<file path="config.mk">
export PLATFORM = sky130hd
export DESIGN_NAME = watchdog_timeout_unit
export DESIGN_NICKNAME = d
export VERILOG_FILES = /design/src/logic/wdog_pkg.sv /design/src/logic/reset_stretch.sv /design/src/logic/watchdog_timeout_unit.sv
export SDC_FILE = /design/constraint.sdc
export NUM_CORES = 1
export LEC_CHECK = 0
export ABC_AREA = 1
export BUFFER_PORTS_ARGS = -buffer_cell sky130_fd_sc_hd__buf_4
export CORE_MARGIN = 5
export CORE_UTILIZATION = 50
export DETAILED_ROUTE_END_ITERATION = 10
export PLACE_DENSITY = 0.79
export SETUP_SLACK_MARGIN = 0.05
export SYNTH_ARGS = -nofsm -noshare
export SYNTH_HDL_FRONTEND = slang
export SYNTH_SLANG_ARGS = --single-unit
</file>
<file path="constraint.sdc">
create_clock -name clock_in -period 1.8 [get_ports clock_in]
set_input_delay 0.18 -clock clock_in [delete_from_list [all_inputs] [get_ports clock_in]]
set_output_delay 0.18 -clock clock_in [all_outputs]
set_load 0.01 [all_outputs]
</file>
<file path="src/logic/wdog_pkg.sv">
// constants and carrier types for the watchdog timeout unit
package wdog_pkg;

  // ==========================================================
  // sizes
  localparam int PRE_W = 12;
  localparam int CNT_W = 6;
  localparam int ADDR_W = 16;
  localparam int DATA_W = 8;
  localparam int COMB_W = PRE_W + CNT_W;

  // ==========================================================
  // map
  localparam logic [ADDR_W-1:0] SERVICE_ADDR = 16'hFFFF;
  localparam logic [DATA_W-1:0] READ_IDLE = 8'h00;

  // ==========================================================
  // timing, in oscillator cycles
  localparam int CLK_HZ = 20_000_000;
  localparam int SHORT_CYCLES = 8176;
  localparam int LONG_CYCLES = 262128;
  localparam int SHORT_TAP = 7;
  localparam int LONG_TAP = 12;
  localparam int PRE_CLR_LSB = 3;
  localparam int RESET_PULSE_CYCLES = 32;
  localparam int POR_CLEAR_CYCLES = 4096;
  localparam logic [COMB_W-1:0] SHORT_LAST =
    COMB_W'(SHORT_CYCLES - 1);
  localparam logic [COMB_W-1:0] LONG_LAST =
    COMB_W'(LONG_CYCLES - 1);
  localparam logic [PRE_W-1:0] POR_LAST =
    PRE_W'(POR_CLEAR_CYCLES - 1);
  localparam logic [5:0] PULSE_LAST = 6'(RESET_PULSE_CYCLES - 1);

  // ==========================================================
  // carriers
  typedef struct packed {
    logic [ADDR_W-1:0] addr;
    logic [DATA_W-1:0] wdata;
    logic wr;
    logic rd;
  } bus_req_s;

  typedef struct packed {
    logic monitor_mode;
    logic break_state;
    logic reset_pin_test_voltage;
    logic irq_pin_test_voltage;
  } test_cond_s;

  typedef struct packed {
    logic [5:0] cnt;
    logic busy;
  } stretch_state_s;

  typedef struct packed {
    logic [PRE_W-1:0] pre;
    logic [CNT_W-1:0] cnt;
    logic [DATA_W-1:0] rdata;
    logic [PRE_W-1:0] por_cnt;
    logic por_done;
    logic stopped;
    logic cause;
  } wd_state_s;

endpackage

</file>
<file path="src/logic/reset_stretch.sv">
// holds the reset pin low for a fixed number of cycles
`timescale 1ns/1ns
module reset_stretch
  import wdog_pkg::*;
(
  input wire logic clock_in,  // oscillator clock
  input wire logic reset_in,  // sync reset, high
  input wire logic start_in,  // timeout pulse
  output logic busy_out       // pin driven low
);

  stretch_state_s state_ff;
  stretch_state_s nxt_state;

  // ==========================================================
  // next state
  always_comb begin
    nxt_state = state_ff;
    if (state_ff.busy) begin
      nxt_state.cnt = state_ff.cnt + 6'h01;
      if (state_ff.cnt == PULSE_LAST) begin
        nxt_state.busy = 1'b0;
      end
    end else if (start_in) begin
      nxt_state.busy = 1'b1;
      nxt_state.cnt = 6'h00;
    end
  end

  always_ff @(posedge clock_in) begin
    if (reset_in) begin
      state_ff <= '0;
    end else begin
      state_ff <= nxt_state;
    end
  end

  assign busy_out = state_ff.busy;
endmodule // reset_stretch

</file>
<file path="src/logic/watchdog_timeout_unit.sv">
// watchdog: prescaler, counter, service location, reset pulse
// Notes on behaviour
// - 6-bit counter behind 12-bit prescaler
// - overflow resets after 8176 or 262128 cycles
// - service write clears counter, prescaler upper stages
// - service read returns reset vector low byte
// - timeout drives reset pin 32 cycles, flag
// - monitor mode test voltage disables watchdog
// - break state reset pin test voltage disables watchdog
// - stop clears prescaler, halts counting
// - prescaler cleared 4096 cycles after power-up
// - internal reset clears prescaler and counter
// - reset vector fetch clears prescaler
// - never raises a CPU interrupt
// - keeps counting in wait mode
// - disable input follows configuration bit
// - rate select input follows configuration bit
// - time base is oscillator clock
// - stop honoured only when stop enabled
// - rate one short, zero long timeout
// - disable one turns watchdog off
`timescale 1ns/1ns
module watchdog_timeout_unit
  import wdog_pkg::*;
(
  input wire logic clock_in,                // oscillator clock
  input wire logic reset_in,                // power-on reset, high
  input wire bus_req_s bus_in,              // register port
  output logic [DATA_W-1:0] rdata_out,      // read data
  input wire logic [DATA_W-1:0] vector_low_in, // vector low byte
  input wire logic watchdog_disable_bit_in, // config disable
  input wire logic timeout_rate_select_in,  // config rate
  input wire logic stop_enable_bit_in,      // config stop enable
  input wire logic stop_instr_in,           // stop executed
  input wire logic wake_in,                 // stop mode exit
  input wire logic vector_fetch_in,         // reset vector fetch
  input wire logic internal_reset_in,       // other reset source
  input wire test_cond_s test_in,           // test voltage state
  input wire logic cause_clear_in,          // cause flag read
  output logic watchdog_cause_flag_out,     // reset cause flag
  output logic reset_pin_n_out,             // reset pin value
  output logic reset_pin_oe_out,            // reset pin drive
  output logic system_reset_out,            // internal reset
  output logic stopped_out                  // counting halted
);

  wd_state_s state_ff;
  wd_state_s nxt_state;
  logic busy;
  logic disabled;
  logic service;
  logic stop_go;
  logic tick;
  logic hit;
  logic por_clear;
  logic [PRE_W-1:0] pre_inc;

  // ==========================================================
  // decode helpers
  function automatic logic is_service(input bus_req_s b);
    return b.addr == SERVICE_ADDR;
  endfunction

  function automatic logic carry_at(input logic [PRE_W-1:0] p,
                                    input logic short_sel);
    if (short_sel) begin
      return &p[SHORT_TAP-1:0];
    end
    return &p[LONG_TAP-1:0];
  endfunction

  function automatic logic last_cycle(input logic [CNT_W-1:0] c,
                                      input logic [PRE_W-1:0] p,
                                      input logic short_sel);
    logic [COMB_W-1:0] comb;
    comb = {c, p};
    if (short_sel) begin
      return {{(COMB_W-CNT_W-SHORT_TAP){1'b0}}, c,
              p[SHORT_TAP-1:0]} == SHORT_LAST;
    end
    return comb == LONG_LAST;
  endfunction

  // ==========================================================
  // conditions
  always_comb begin
    disabled = watchdog_disable_bit_in
      | (test_in.monitor_mode & (test_in.reset_pin_test_voltage
                                 | test_in.irq_pin_test_voltage))
      | (test_in.break_state & test_in.reset_pin_test_voltage);
    service = bus_in.wr & is_service(bus_in);
    stop_go = stop_instr_in & stop_enable_bit_in;
    tick = !disabled & !state_ff.stopped & !stop_go & !busy;
    pre_inc = state_ff.pre + PRE_W'(1);
    hit = tick & last_cycle(state_ff.cnt, state_ff.pre,
                            timeout_rate_select_in);
    por_clear = !state_ff.por_done & (state_ff.por_cnt == POR_LAST);
  end

  // ==========================================================
  // next state
  always_comb begin
    nxt_state = state_ff;
    nxt_state.rdata = READ_IDLE;
    if (bus_in.rd && is_service(bus_in)) begin
      nxt_state.rdata = vector_low_in;
    end
    if (!state_ff.por_done) begin
      nxt_state.por_cnt = state_ff.por_cnt + PRE_W'(1);
      if (por_clear) begin
        nxt_state.por_done = 1'b1;
      end
    end
    if (stop_go) begin
      nxt_state.stopped = 1'b1;
    end else if (wake_in) begin
      nxt_state.stopped = 1'b0;
    end
    if (internal_reset_in || busy || hit || disabled) begin
      nxt_state.pre = '0;
      nxt_state.cnt = '0;
    end else if (por_clear || stop_go || vector_fetch_in) begin
      nxt_state.pre = '0;
    end else if (service) begin
      nxt_state.cnt = '0;
      nxt_state.pre = '0;
      if (tick) begin
        nxt_state.pre[PRE_CLR_LSB-1:0] = pre_inc[PRE_CLR_LSB-1:0];
      end else begin
        nxt_state.pre[PRE_CLR_LSB-1:0] =
          state_ff.pre[PRE_CLR_LSB-1:0];
      end
    end else if (tick) begin
      nxt_state.pre = pre_inc;
      if (carry_at(state_ff.pre, timeout_rate_select_in)) begin
        nxt_state.cnt = state_ff.cnt + CNT_W'(1);
      end
    end
    if (hit) begin
      nxt_state.cause = 1'b1;
    end else if (cause_clear_in) begin
      nxt_state.cause = 1'b0;
    end
  end

  always_ff @(posedge clock_in) begin
    if (reset_in) begin
      state_ff <= '0;
    end else begin
      state_ff <= nxt_state;
    end
  end

  // ==========================================================
  // reset pin
  reset_stretch u_stretch (
    .clock_in(clock_in),
    .reset_in(reset_in),
    .start_in(hit),
    .busy_out(busy)
  );

  assign reset_pin_n_out = 1'b0;
  assign reset_pin_oe_out = busy;
  assign system_reset_out = busy;
  assign watchdog_cause_flag_out = state_ff.cause;
  assign rdata_out = state_ff.rdata;
  assign stopped_out = state_ff.stopped;
endmodule // watchdog_timeout_unit

</file>
---- Yosys cells after proc, flatten, opt, wreduce, memory -nomap -nowiden ----
Index checks and enable logic that the tools add are counted.
storage, ports and cells
  bits in registers ....................... 48
  input port bits ......................... 48
  output and inout bits ................... 13
  logic and storage cells ................. 82
cells by class
  add/sub/neg operators ................... 4
  eq/ne operators ......................... 5
  mux-type cells .......................... 26
  bitwise operators ....................... 14
  reduce and logical (&&, ||, !) cells .... 23
operator list
  cell                                                 number
  adder 12 x 1 -> 12 bit, second input constant        2
  2-to-1 mux 1 bit                                     20
  equality test 18 bit, second input constant          1
  2-to-1 mux 9 bit                                     2
  equality test 16 bit, second input constant          1
  2-to-1 mux 7 bit                                     2
  equality test 13 bit, second input constant          1
  adder 6 x 1 -> 6 bit, second input constant          2
  equality test 12 bit, second input constant          1
  AND reduction 12 bit                                 1
  nonzero test 2 bit                                   5
  AND 1 bit                                            9
  AND reduction 7 bit                                  1
  equality test 6 x 5 -> 1 bit, second input constant  1
  2-to-1 mux 6 bit                                     1
  logical NOT 1 bit                                    5
  logical OR 1 bit                                     5
  OR reduction 2 bit                                   2
  OR reduction 4 bit                                   1
  2-to-1 mux 3 bit                                     1
  OR 1 bit                                             3
  AND reduction 3 bit                                  1
  OR reduction 3 bit                                   1
  NOT 1 bit                                            2
  logical AND 1 bit                                    1

---- Logic depth before layout (Yosys ltp) ----
Gate-level depths: netlist (run 1).
  word-level depth ........................ 20
  mapped depth ............................ 10
  depth with buffers taken out ............ 10

---- Modules after synthesis ----
From an unflattened synthesis (run 1), not the netlist that was laid out.
unflattened totals
  cell total of the unflattened synthesis .. 375
  area, all modules ....................... 2,628.8 sq um
modules (own cells, without submodules)
  module                 times used  cells an instance  area an instance (sq um)  sequential area each (sq um)
  watchdog_timeout_unit  1           327                2,272.2                   820.8
  reset_stretch          1           48                 356.6                     140.1

---- Worst setup path before layout (run 1) ----
Ideal clock, no wire load.
  path kind ............................... reg-to-reg
  from .................................... register state_ff[29] in the netlist's numbering
  to ...................................... register state_ff[34] in the netlist's numbering
  setup time .............................. 0.116 ns
  arrival time ............................ 1.335 ns
  data required time ...................... 1.684 ns
  setup slack ............................. 0.348 ns
  stages on the path, launching flop included .. 11
  path buffers ............................ 0
  clock period less this slack ............ 1.452 ns
  path through ............................ dfxtp_1 -> ha_1 -> nand3_1 -> inv_1 -> nand3_2 -> nor2_4 -> nand3_4 -> nand2_4 -> nor2_8 -> nand2_8 -> nor2_2
between the ends
  cells in the longest elaborated chain, start to end .. 7
  elaborated cells on any way between the ends .. 9
  classes of those cells .................. 1 x add/sub; 2 x eq/ne; 2 x mux; 1 x bitwise; 3 x reduce/logical
ends and longest elaborated chain
  element                              line                          text
  start: declaration                   watchdog_timeout_unit.sv:47   wd_state_s state_ff;
  start signal: assignment             watchdog_timeout_unit.sv:150  state_ff <= nxt_state;
  equality test 13 bit                 watchdog_timeout_unit.sv:79   p[SHORT_TAP-1:0]} == SHORT_LAST;
  2-to-1 mux 1 bit                     watchdog_timeout_unit.sv:77   if (short_sel) begin
  2-to-1 mux 1 bit                     watchdog_timeout_unit.sv:81   return comb == LONG_LAST;
  AND 1 bit                            watchdog_timeout_unit.sv:95   hit = tick & last_cycle(state_ff.cnt, state_ff.pre,
  logical OR 1 bit (2 in series)       watchdog_timeout_unit.sv:119  if (internal_reset_in || busy || hit || disabled) begin
  OR reduction 4 bit (no source line)  --
Several ways; a longest one is shown, not always the timed one. The select of a mux whose other input is x is not followed.
A chain may end at the register's enable or synchronous reset.

---- Worst setup path in the final report (run 1) ----
  from .................................... register state_ff[29] in the netlist's numbering
  to ...................................... register state_ff[36] in the netlist's numbering
Same word-level chain as after synthesis.

==> summary by stage, run 1 <==
Worst setup path
The reg-to-reg setup timing slack is 220 ps. The largest individual stage delay along the critical path comes from the cell dfxtp_1. The startpoint of the lowest-slack register-to-register path is state_ff[29]. The signal on the critical path passes through ha_1 -> nand3_1 -> inv_2 -> nand3_2 -> nor2_4 -> nand3_4 -> nand2_4 -> nor2_8 -> nand2_8 -> nor2_2.

The worst setup path is of the reg -> reg kind. The endpoint identified for the worst register-to-register timing path is state_ff[36]. Counting cells, the worst reg-to-reg path comes to 10.

Data on the critical path is required at its endpoint by 2000 ps. The worst setup path is launched from a flop. The largest incremental delay on the critical path is 370 ps. The largest fanout on the critical path is 9. For the worst setup path, the data arrival time is 1780 ps. The worst setup path is captured at a flop.

Place
The final weighted congestion in routability-driven placement is 0.842. The post-placement cell area is 0.00298 sq mm. In this run, placement finished with an instance count of 468. The detailed-placement wirelength estimate is 4110 microns. At the placement stage, the worst setup path has a slack of 172 ps.

The number of port buffers is 51.

Cells and area
The antenna cell count is 0. Of the cells placed in the final design, the portion with a size suffix greater than 1 is 0.252. The non-filler instance count after layout is 478.

The most common cell after layout, fill and taps aside is nand2_1. The area growth from synthesis to layout is 20.2%. The total non-filler cell area in the finished layout is 0.00311 sq mm.

The count of nets after finishing is 459. Leaving out fill and tap cells, the most frequent cells in the layout are nand2_1, nor2_1, buf_4.

Routing
Detailed routing placed a total of 240 microns of wire on met3. The met1 layer wirelength in the final routing is 2230 microns. Dividing the detail-routed wire length by the instance count gives 11.1 microns. The total via count after detailed routing is 2295. The antenna violation net count after detailed routing is 0. The detailed-routed wire length on met2 is 2770 microns. The total wire length is 5320 microns. The detailed router used layers up to and including met4. In the routed layout, each cell is associated on average with a via count of 4.80. The number of remaining DRC errors is 0. The number of iterations in the first detailed-routing pass is 4. The number of DRC violations after detailed-routing iteration 0 is 99.

Power
Power comes to 0.00201 W. In this run the static leakage power is 1.29 nW. In this run the power density over the cells is 647 mW/mm^2. The switching power of the nets is 0.000446 W. The worst-case IR drop observed on VDD is 382 uV.

The share of total power in sequential cells is 0.534. Of the total power, the share spent switching nets is 0.222. The share of total power dissipated in combinational logic is 0.084. The internal power consumption is 0.00156 W. The fraction of power consumed by the clock network is 0.382.

STA
Setup repair after global routing left no endpoint under its margin. The post-route setup TNS is 0 ps. The max-slew violation count was 0. The peak clock frequency supported by timing is 632 MHz. The final count of negative-setup-slack endpoints is 0. The clock skew is 5.78 ps.

The worst path setup slack after routing is 218 ps. The count of endpoints failing hold in the final timing report came to 0. The worst path in the final design needs a cycle of 1580 ps, including I/O delays and setup. Dividing the final minimum period by the clock period gives 0.879.

Worst hold path
The worst hold path terminates at rdata_out[6]. The class of the worst hold path is in -> reg. The number of cells on the worst hold path is 3. The startpoint identified for the worst hold timing path is vector_low_in[6].

Yosys
The portion of the post-synthesis area used by sequential elements is 0.372. By area, the combinational part of the netlist is dominated by simple AND/OR/NAND/NOR gates. The synthesized design contains 0 enable-type register cells. Of the total synthesized cell area, the portion taken by XOR and XNOR cells is 0.0475. The dominant register cell in the synthesized netlist is dfxtp_1.

The flip-flop and latch count after synthesis is 48. In this run the cell area of the synthesized design comes to 0.00258 sq mm. Counting every net in the synthesized netlist gives 410. The count of mapped cells out of synthesis is 358. The post-synthesis share of cell area spent on and, or, nand and nor gates is 0.379.

For this run, asynchronously set or reset flops after synthesis account for 0. The number of warnings issued by yosys is 0. The portion of synthesized area spent on multiplexers is 0. The netlist uses 32 different library cells. The share of the synthesized area in compound gates (AO/OA/AOI/OAI) was 0.0804. Of the total synthesized cell area, the portion taken by full adders, half adders and majority gates is 0.0194. The average cell area after synthesis is 7.22 sq um.

GRT
The number of global-route vias before repair was 2108. The first-pass GRT wire length is 8960 microns. The global route total overflow is 0.

The all-layer global routing usage is 0.172. The initial antenna violation count is 0. Entering global routing, the biggest net connects 17 pins.

Floorplanning
For this configuration, the core starts out at a cell density of 0.509. The width of the die is 81.9 microns. The number of I/O pins is 61.

The floorplan step defined a die boundary enclosing 0.00671 sq mm. The floorplan step set the die height to 81.9 microns. The area of the core region is 0.00507 sq mm. The placement row count is 26.

Clocking
The cell sitting at the root of the clock tree is a clkbuf_8. After clock tree synthesis, the clock-pin slew on the worst setup and hold paths is 90 ps. The post-cts hold buffer count is 0. The tree built by TritonCTS fans out to 48 sinks.

The worst-skew pair later-pin latency is 300 ps. The CTS tree is done. Buffers inserted during clock tree synthesis total 5. The maximum root-to-sink buffer count is 2. The maximum level of the CTS H-tree is 2.

Flow run
Across the run, the number of max-cap violations was 0.

Outcome
The flow ran to the end, and the final reports show no timing, DRC or antenna violations.
metal layers:
metal | vias up | GRT usage
met5 | - | 0
met4 | 0 | 0.0498
met3 | 9 | 0.0493
met2 | 50 | 0.313
met1 | 1032 | 0.193
li1 | 1204 | -
synth_stat cells, types with 2 or more instances:
cell type,n,share of area
nand2_1,74,0.11
nor2_1,55,0.080
dfxtp_1,48,0.37
inv_1,44,0.064
nand3_1,27,0.052
a21oi_1,20,0.039
xor2_1,13,0.044
nor2_2,11,0.027
buf_4,10,0.029
o21ai_0,10,0.019
nand4_1,5,0.012
ha_1,4,0.019
nand2_2,4,0.0097
inv_2,3,0.0044
nand2_4,3,0.013
nand3_4,3,0.020
nor2_4,3,0.013
nor3_1,3,0.0058
clkbuf_1,2,0.0029
nand3_2,2,0.0077
nor3_2,2,0.0077
or2_2,2,0.0048
area by class of cell:
type / count / area [sq um]
flip-flops and latches: 48 / 963
clock inverters: 2 / 35.0
multi-input cells: 251 / 1370
inverters: 47 / 176
fillers: 455 / 1970
clock buffers: 6 / 72.6
well taps: 70 / 87.6
repair buffers: 54 / 405
sequential cells by signal, indices dropped and copies added (netlist names):
signal	flops
rdata_out	8
state_ff	31
stopped_out	1
u_stretch.busy_out	1
u_stretch.state_ff	6
watchdog_cause_flag_out	1
how the worst max path moves through the flow:
stage,start,endpoint,slack (ps),depth (start not counted)
6_report,state_ff[29],state_ff[36],220,10
5_1_grt,state_ff[23],state_ff[40],50,10
4_1_cts,state_ff[23],state_ff[33],100,10
3_5_place_dp,state_ff[29],state_ff[33],170,10
3_3_place_gp,state_ff[23],state_ff[34],210,10
2_1_floorplan,state_ff[29],state_ff[34],350,10
worst max-delay path, delay by kind of cell, from the launching register on:
family / cells / cell delay, ps
fa+ha+maj: 1 / 170
buf+inv: 1 / 110
flops: 1 / 370
simple gates: 8 / 820
repair_timing:
action	CTS	global route
resized for setup	0	4
setup endpoints to repair	0	18
buffers inserted	0	2
through the flow:
step,utilization,hold slack (ps)
finish,0.612,90.8
global route,0.612,90.9
CTS,0.608,94.2
detailed placement,0.587,405
global placement,0.587,398
floorplan,-,292
cells by family (layout without fill, tap and decap cells):
logic type,count (synthesis),after routing
adder cells (fa/ha/maj),4,4
AND/OR/NAND/NOR,197,197
AO/OA/AOI/OAI,35,35
flip-flops,48,48
XOR/XNOR,14,14
buffers and inverters,59,109
other,1,1
power groups by stage:
stage | Sequential (W) | Clock, W | Combinational, W
after global routing | 0.00108 | 0.000844 | 0.000185
after detailed placement | 0.00110 | 0 | 0.000169
final | 0.00107 | 0.000768 | 0.000168
after global placement | 0.00110 | 0 | 0.000165
after floorplan | 0.00110 | 0 | 0.0000807
after CTS | 0.00107 | 0.000785 | 0.000169
No activity file was read; power rests on OpenSTA's default activity.
==> run 2, diff against run 1 <==
--- a/config.mk
+++ b/config.mk
@@ -9,7 +9,9 @@
 export BUFFER_PORTS_ARGS = -buffer_cell sky130_fd_sc_hd__buf_4
 export CORE_MARGIN = 5
 export CORE_UTILIZATION = 50
+export CTS_CLUSTER_DIAMETER = 150
 export DETAILED_ROUTE_END_ITERATION = 10
+export MAX_ROUTING_LAYER = met4
 export PLACE_DENSITY = 0.79
 export SETUP_SLACK_MARGIN = 0.05
 export SYNTH_ARGS = -nofsm -noshare
==> summary by stage, run 2 (same netlist as run 1, synthesis figures left out) <==
Worst setup path
The category of the worst setup path launch point is a flop. The data required time at the worst endpoint is 2000 ps (about the same). The reg-to-reg setup timing slack is 210 ps (about the same).

The data arrival time of the critical path was 1790 ps (about the same). The critical path startpoint is state_ff[29]. The largest fanout on the critical path was 9 (unchanged).

The setup path with the least slack is of type reg -> reg. The startpoint of the lowest-slack register-to-register path is state_ff[29]. The worst setup path is captured at a flop.

GRT
The first-pass GRT wire length was 8950 microns (about the same). The pin count of the biggest net entering global routing was 17 (unchanged). The all-layer global routing usage came to 0.176 (+0.00415). The global route total overflow is 0 (unchanged). The number of global-route vias before repair was 2108 (unchanged). The initial antenna violation count was 0 (unchanged).

Routing
The post-detailed-route wirelength per cell came to 11.1 microns (about the same). The detail-routed via count per cell is 4.81 (about the same). The number of iterations in the first detailed-routing pass is 5 (+1). The antenna violation net count after detailed routing was 0 (unchanged). The total wire length is 5310 microns (about the same).

The number of remaining DRC errors is 0 (unchanged). The total via count after detailed routing is 2297 (+0.087%). The number of DRC violations after detailed-routing iteration 0 is 104 (+5.1%).

Clocking
The number of clock sinks is 48 (unchanged). The clock slew at the register clock pins of the worst setup and hold paths came to 90 ps (about the same). The worst-skew pair later-pin latency is 300 ps (about the same). The maximum root-to-sink buffer count was 2 (unchanged). CTS placed an instance of clkbuf_8 at the clock tree root. The post-cts hold buffer count is 0 (unchanged). The total clock buffers created by CTS is 5 (unchanged).

The maximum level of the CTS H-tree is 2 (unchanged). The CTS tree is done.

Place
The post-placement cell area came to 0.00298 sq mm (unchanged). The detailed-placement wirelength estimate is 4110 microns (unchanged). The final weighted congestion in routability-driven placement is 0.855 (+1.6%).

The number of port buffers came to 51 (unchanged).

Cells and area
The top cell types in the final layout, fill and taps aside, are nand2_1, nor2_1, buf_4. Leaving out fill and tap cells, the most frequent cell in the layout is nand2_1. The total non-filler cell area in the finished layout is 0.00311 sq mm (unchanged).

The synthesis-to-layout area growth was 20.2% (unchanged). The number of fill cells in the layout is 455 (unchanged). The fraction of layout instances using a drive strength above 1 is 0.252 (unchanged).

The antenna cell count came to 0 (unchanged). The flip-flop count of the largest register after layout is 31 (unchanged). Ranked by flip-flop count, first place goes to state_ff. The count of nets after finishing came to 459 (unchanged).

STA
Setup repair after global routing left no endpoint under its margin. The clock skew is 5.67 ps (-0.100 ps). The final critical delay including setup and external delays is 1590 ps (+5.07 ps). The post-route setup TNS is 0 ps (unchanged). The max-slew violation count was 0 (unchanged). The peak clock frequency supported by timing is 630 MHz (-0.32%). The count of endpoints failing hold in the final timing report is 0 (unchanged).

The final critical-path share of the clock period is 0.882 (+0.00282). The final count of negative-setup-slack endpoints is 0 (unchanged).

Floorplanning
The effective utilization at floorplan is 0.509 (unchanged). The die height is 81.9 microns (unchanged). The placement row count was 26 (unchanged). The width of the die was 81.9 microns (unchanged). The area of the core region is 0.00507 sq mm (unchanged). The area enclosed by the die boundary is 0.00671 sq mm (unchanged).

The number of I/O pins is 61 (unchanged).

Power
The power per cell area is 646 mW/mm^2 (about the same). The worst ir drop on vdd is 384 uV (+0.63%). The standby leakage power is 1.29 nW (unchanged). The overall power is 0.00201 W (about the same).

Flow run
The max capacitance violation total is 0 (unchanged).

Worst hold path
The startpoint of the most critical hold path is vector_low_in[6]. The class of the worst hold path is in -> reg.

Outcome
The flow ran to the end, and the final reports show no timing, DRC or antenna violations.
==> run 2: report_power, final <==
group,total [W],switching (W),internal (W)
clock network,0.000766,0.000354,0.000412
logic,0.000168,0.0000839,0.0000842
registers,0.00107,0.00000609,0.00107
==> run 2: worst max-delay path, cell delays in order, from the launching register on <==
cell     delay [ps]
dfxtp_1         370
ha_1            170
nand3_1         150
inv_2           110
nand3_2          90
nor2_4          130
nand3_4         130
nand2_4         110
nor2_8           60
nand2_8         110
nor2_2           40
==> run 2: layout make-up <==
type	count	area [sq um]	area share
clock buffer	6	72.6	0.0234
sequential	48	963	0.310
multi-input combinational	251	1370	0.440
tap	70	87.6	0.0282
inverter	47	176	0.0568
timing repair buffer	54	405	0.130
clock inverter	2	35.0	0.0113
==> run 2: path summary, 6_finish.rpt <==
check,to,cells past startpoint
max,state_ff[36],10
min,rdata_out[6],3
max reg2reg,state_ff[36],10
min reg2reg,watchdog_cause_flag_out,2
==> run 2: timing repair <==
item / in CTS / in global routing
setup endpoints to repair: 0 / 18
setup buffers: 0 / 2
resized for setup: 0 / 4
==> run 2: metal layers <==
metal / vias up / share of wire / track usage
met5: - / 0 / -
met4: 0 / 0.017 / 0.0598
met3: 12 / 0.046 / 0.0384
met2: 49 / 0.51 / 0.313
met1: 1031 / 0.42 / 0.194
li1: 1205 / - / -
==> run 2: through the flow <==
stage | instances | utilization | setup slack [ps] | hold WS, ps
floorplan | 358 | - | 348 | 292
detailed placement | 468 | 0.587 | 172 | 405
finish | 478 | 0.612 | 213 | 92.4
CTS | 476 | 0.608 | 105 | 94.2
global route | 478 | 0.612 | 51.4 | 95.2
global placement | 468 | 0.587 | 212 | 398
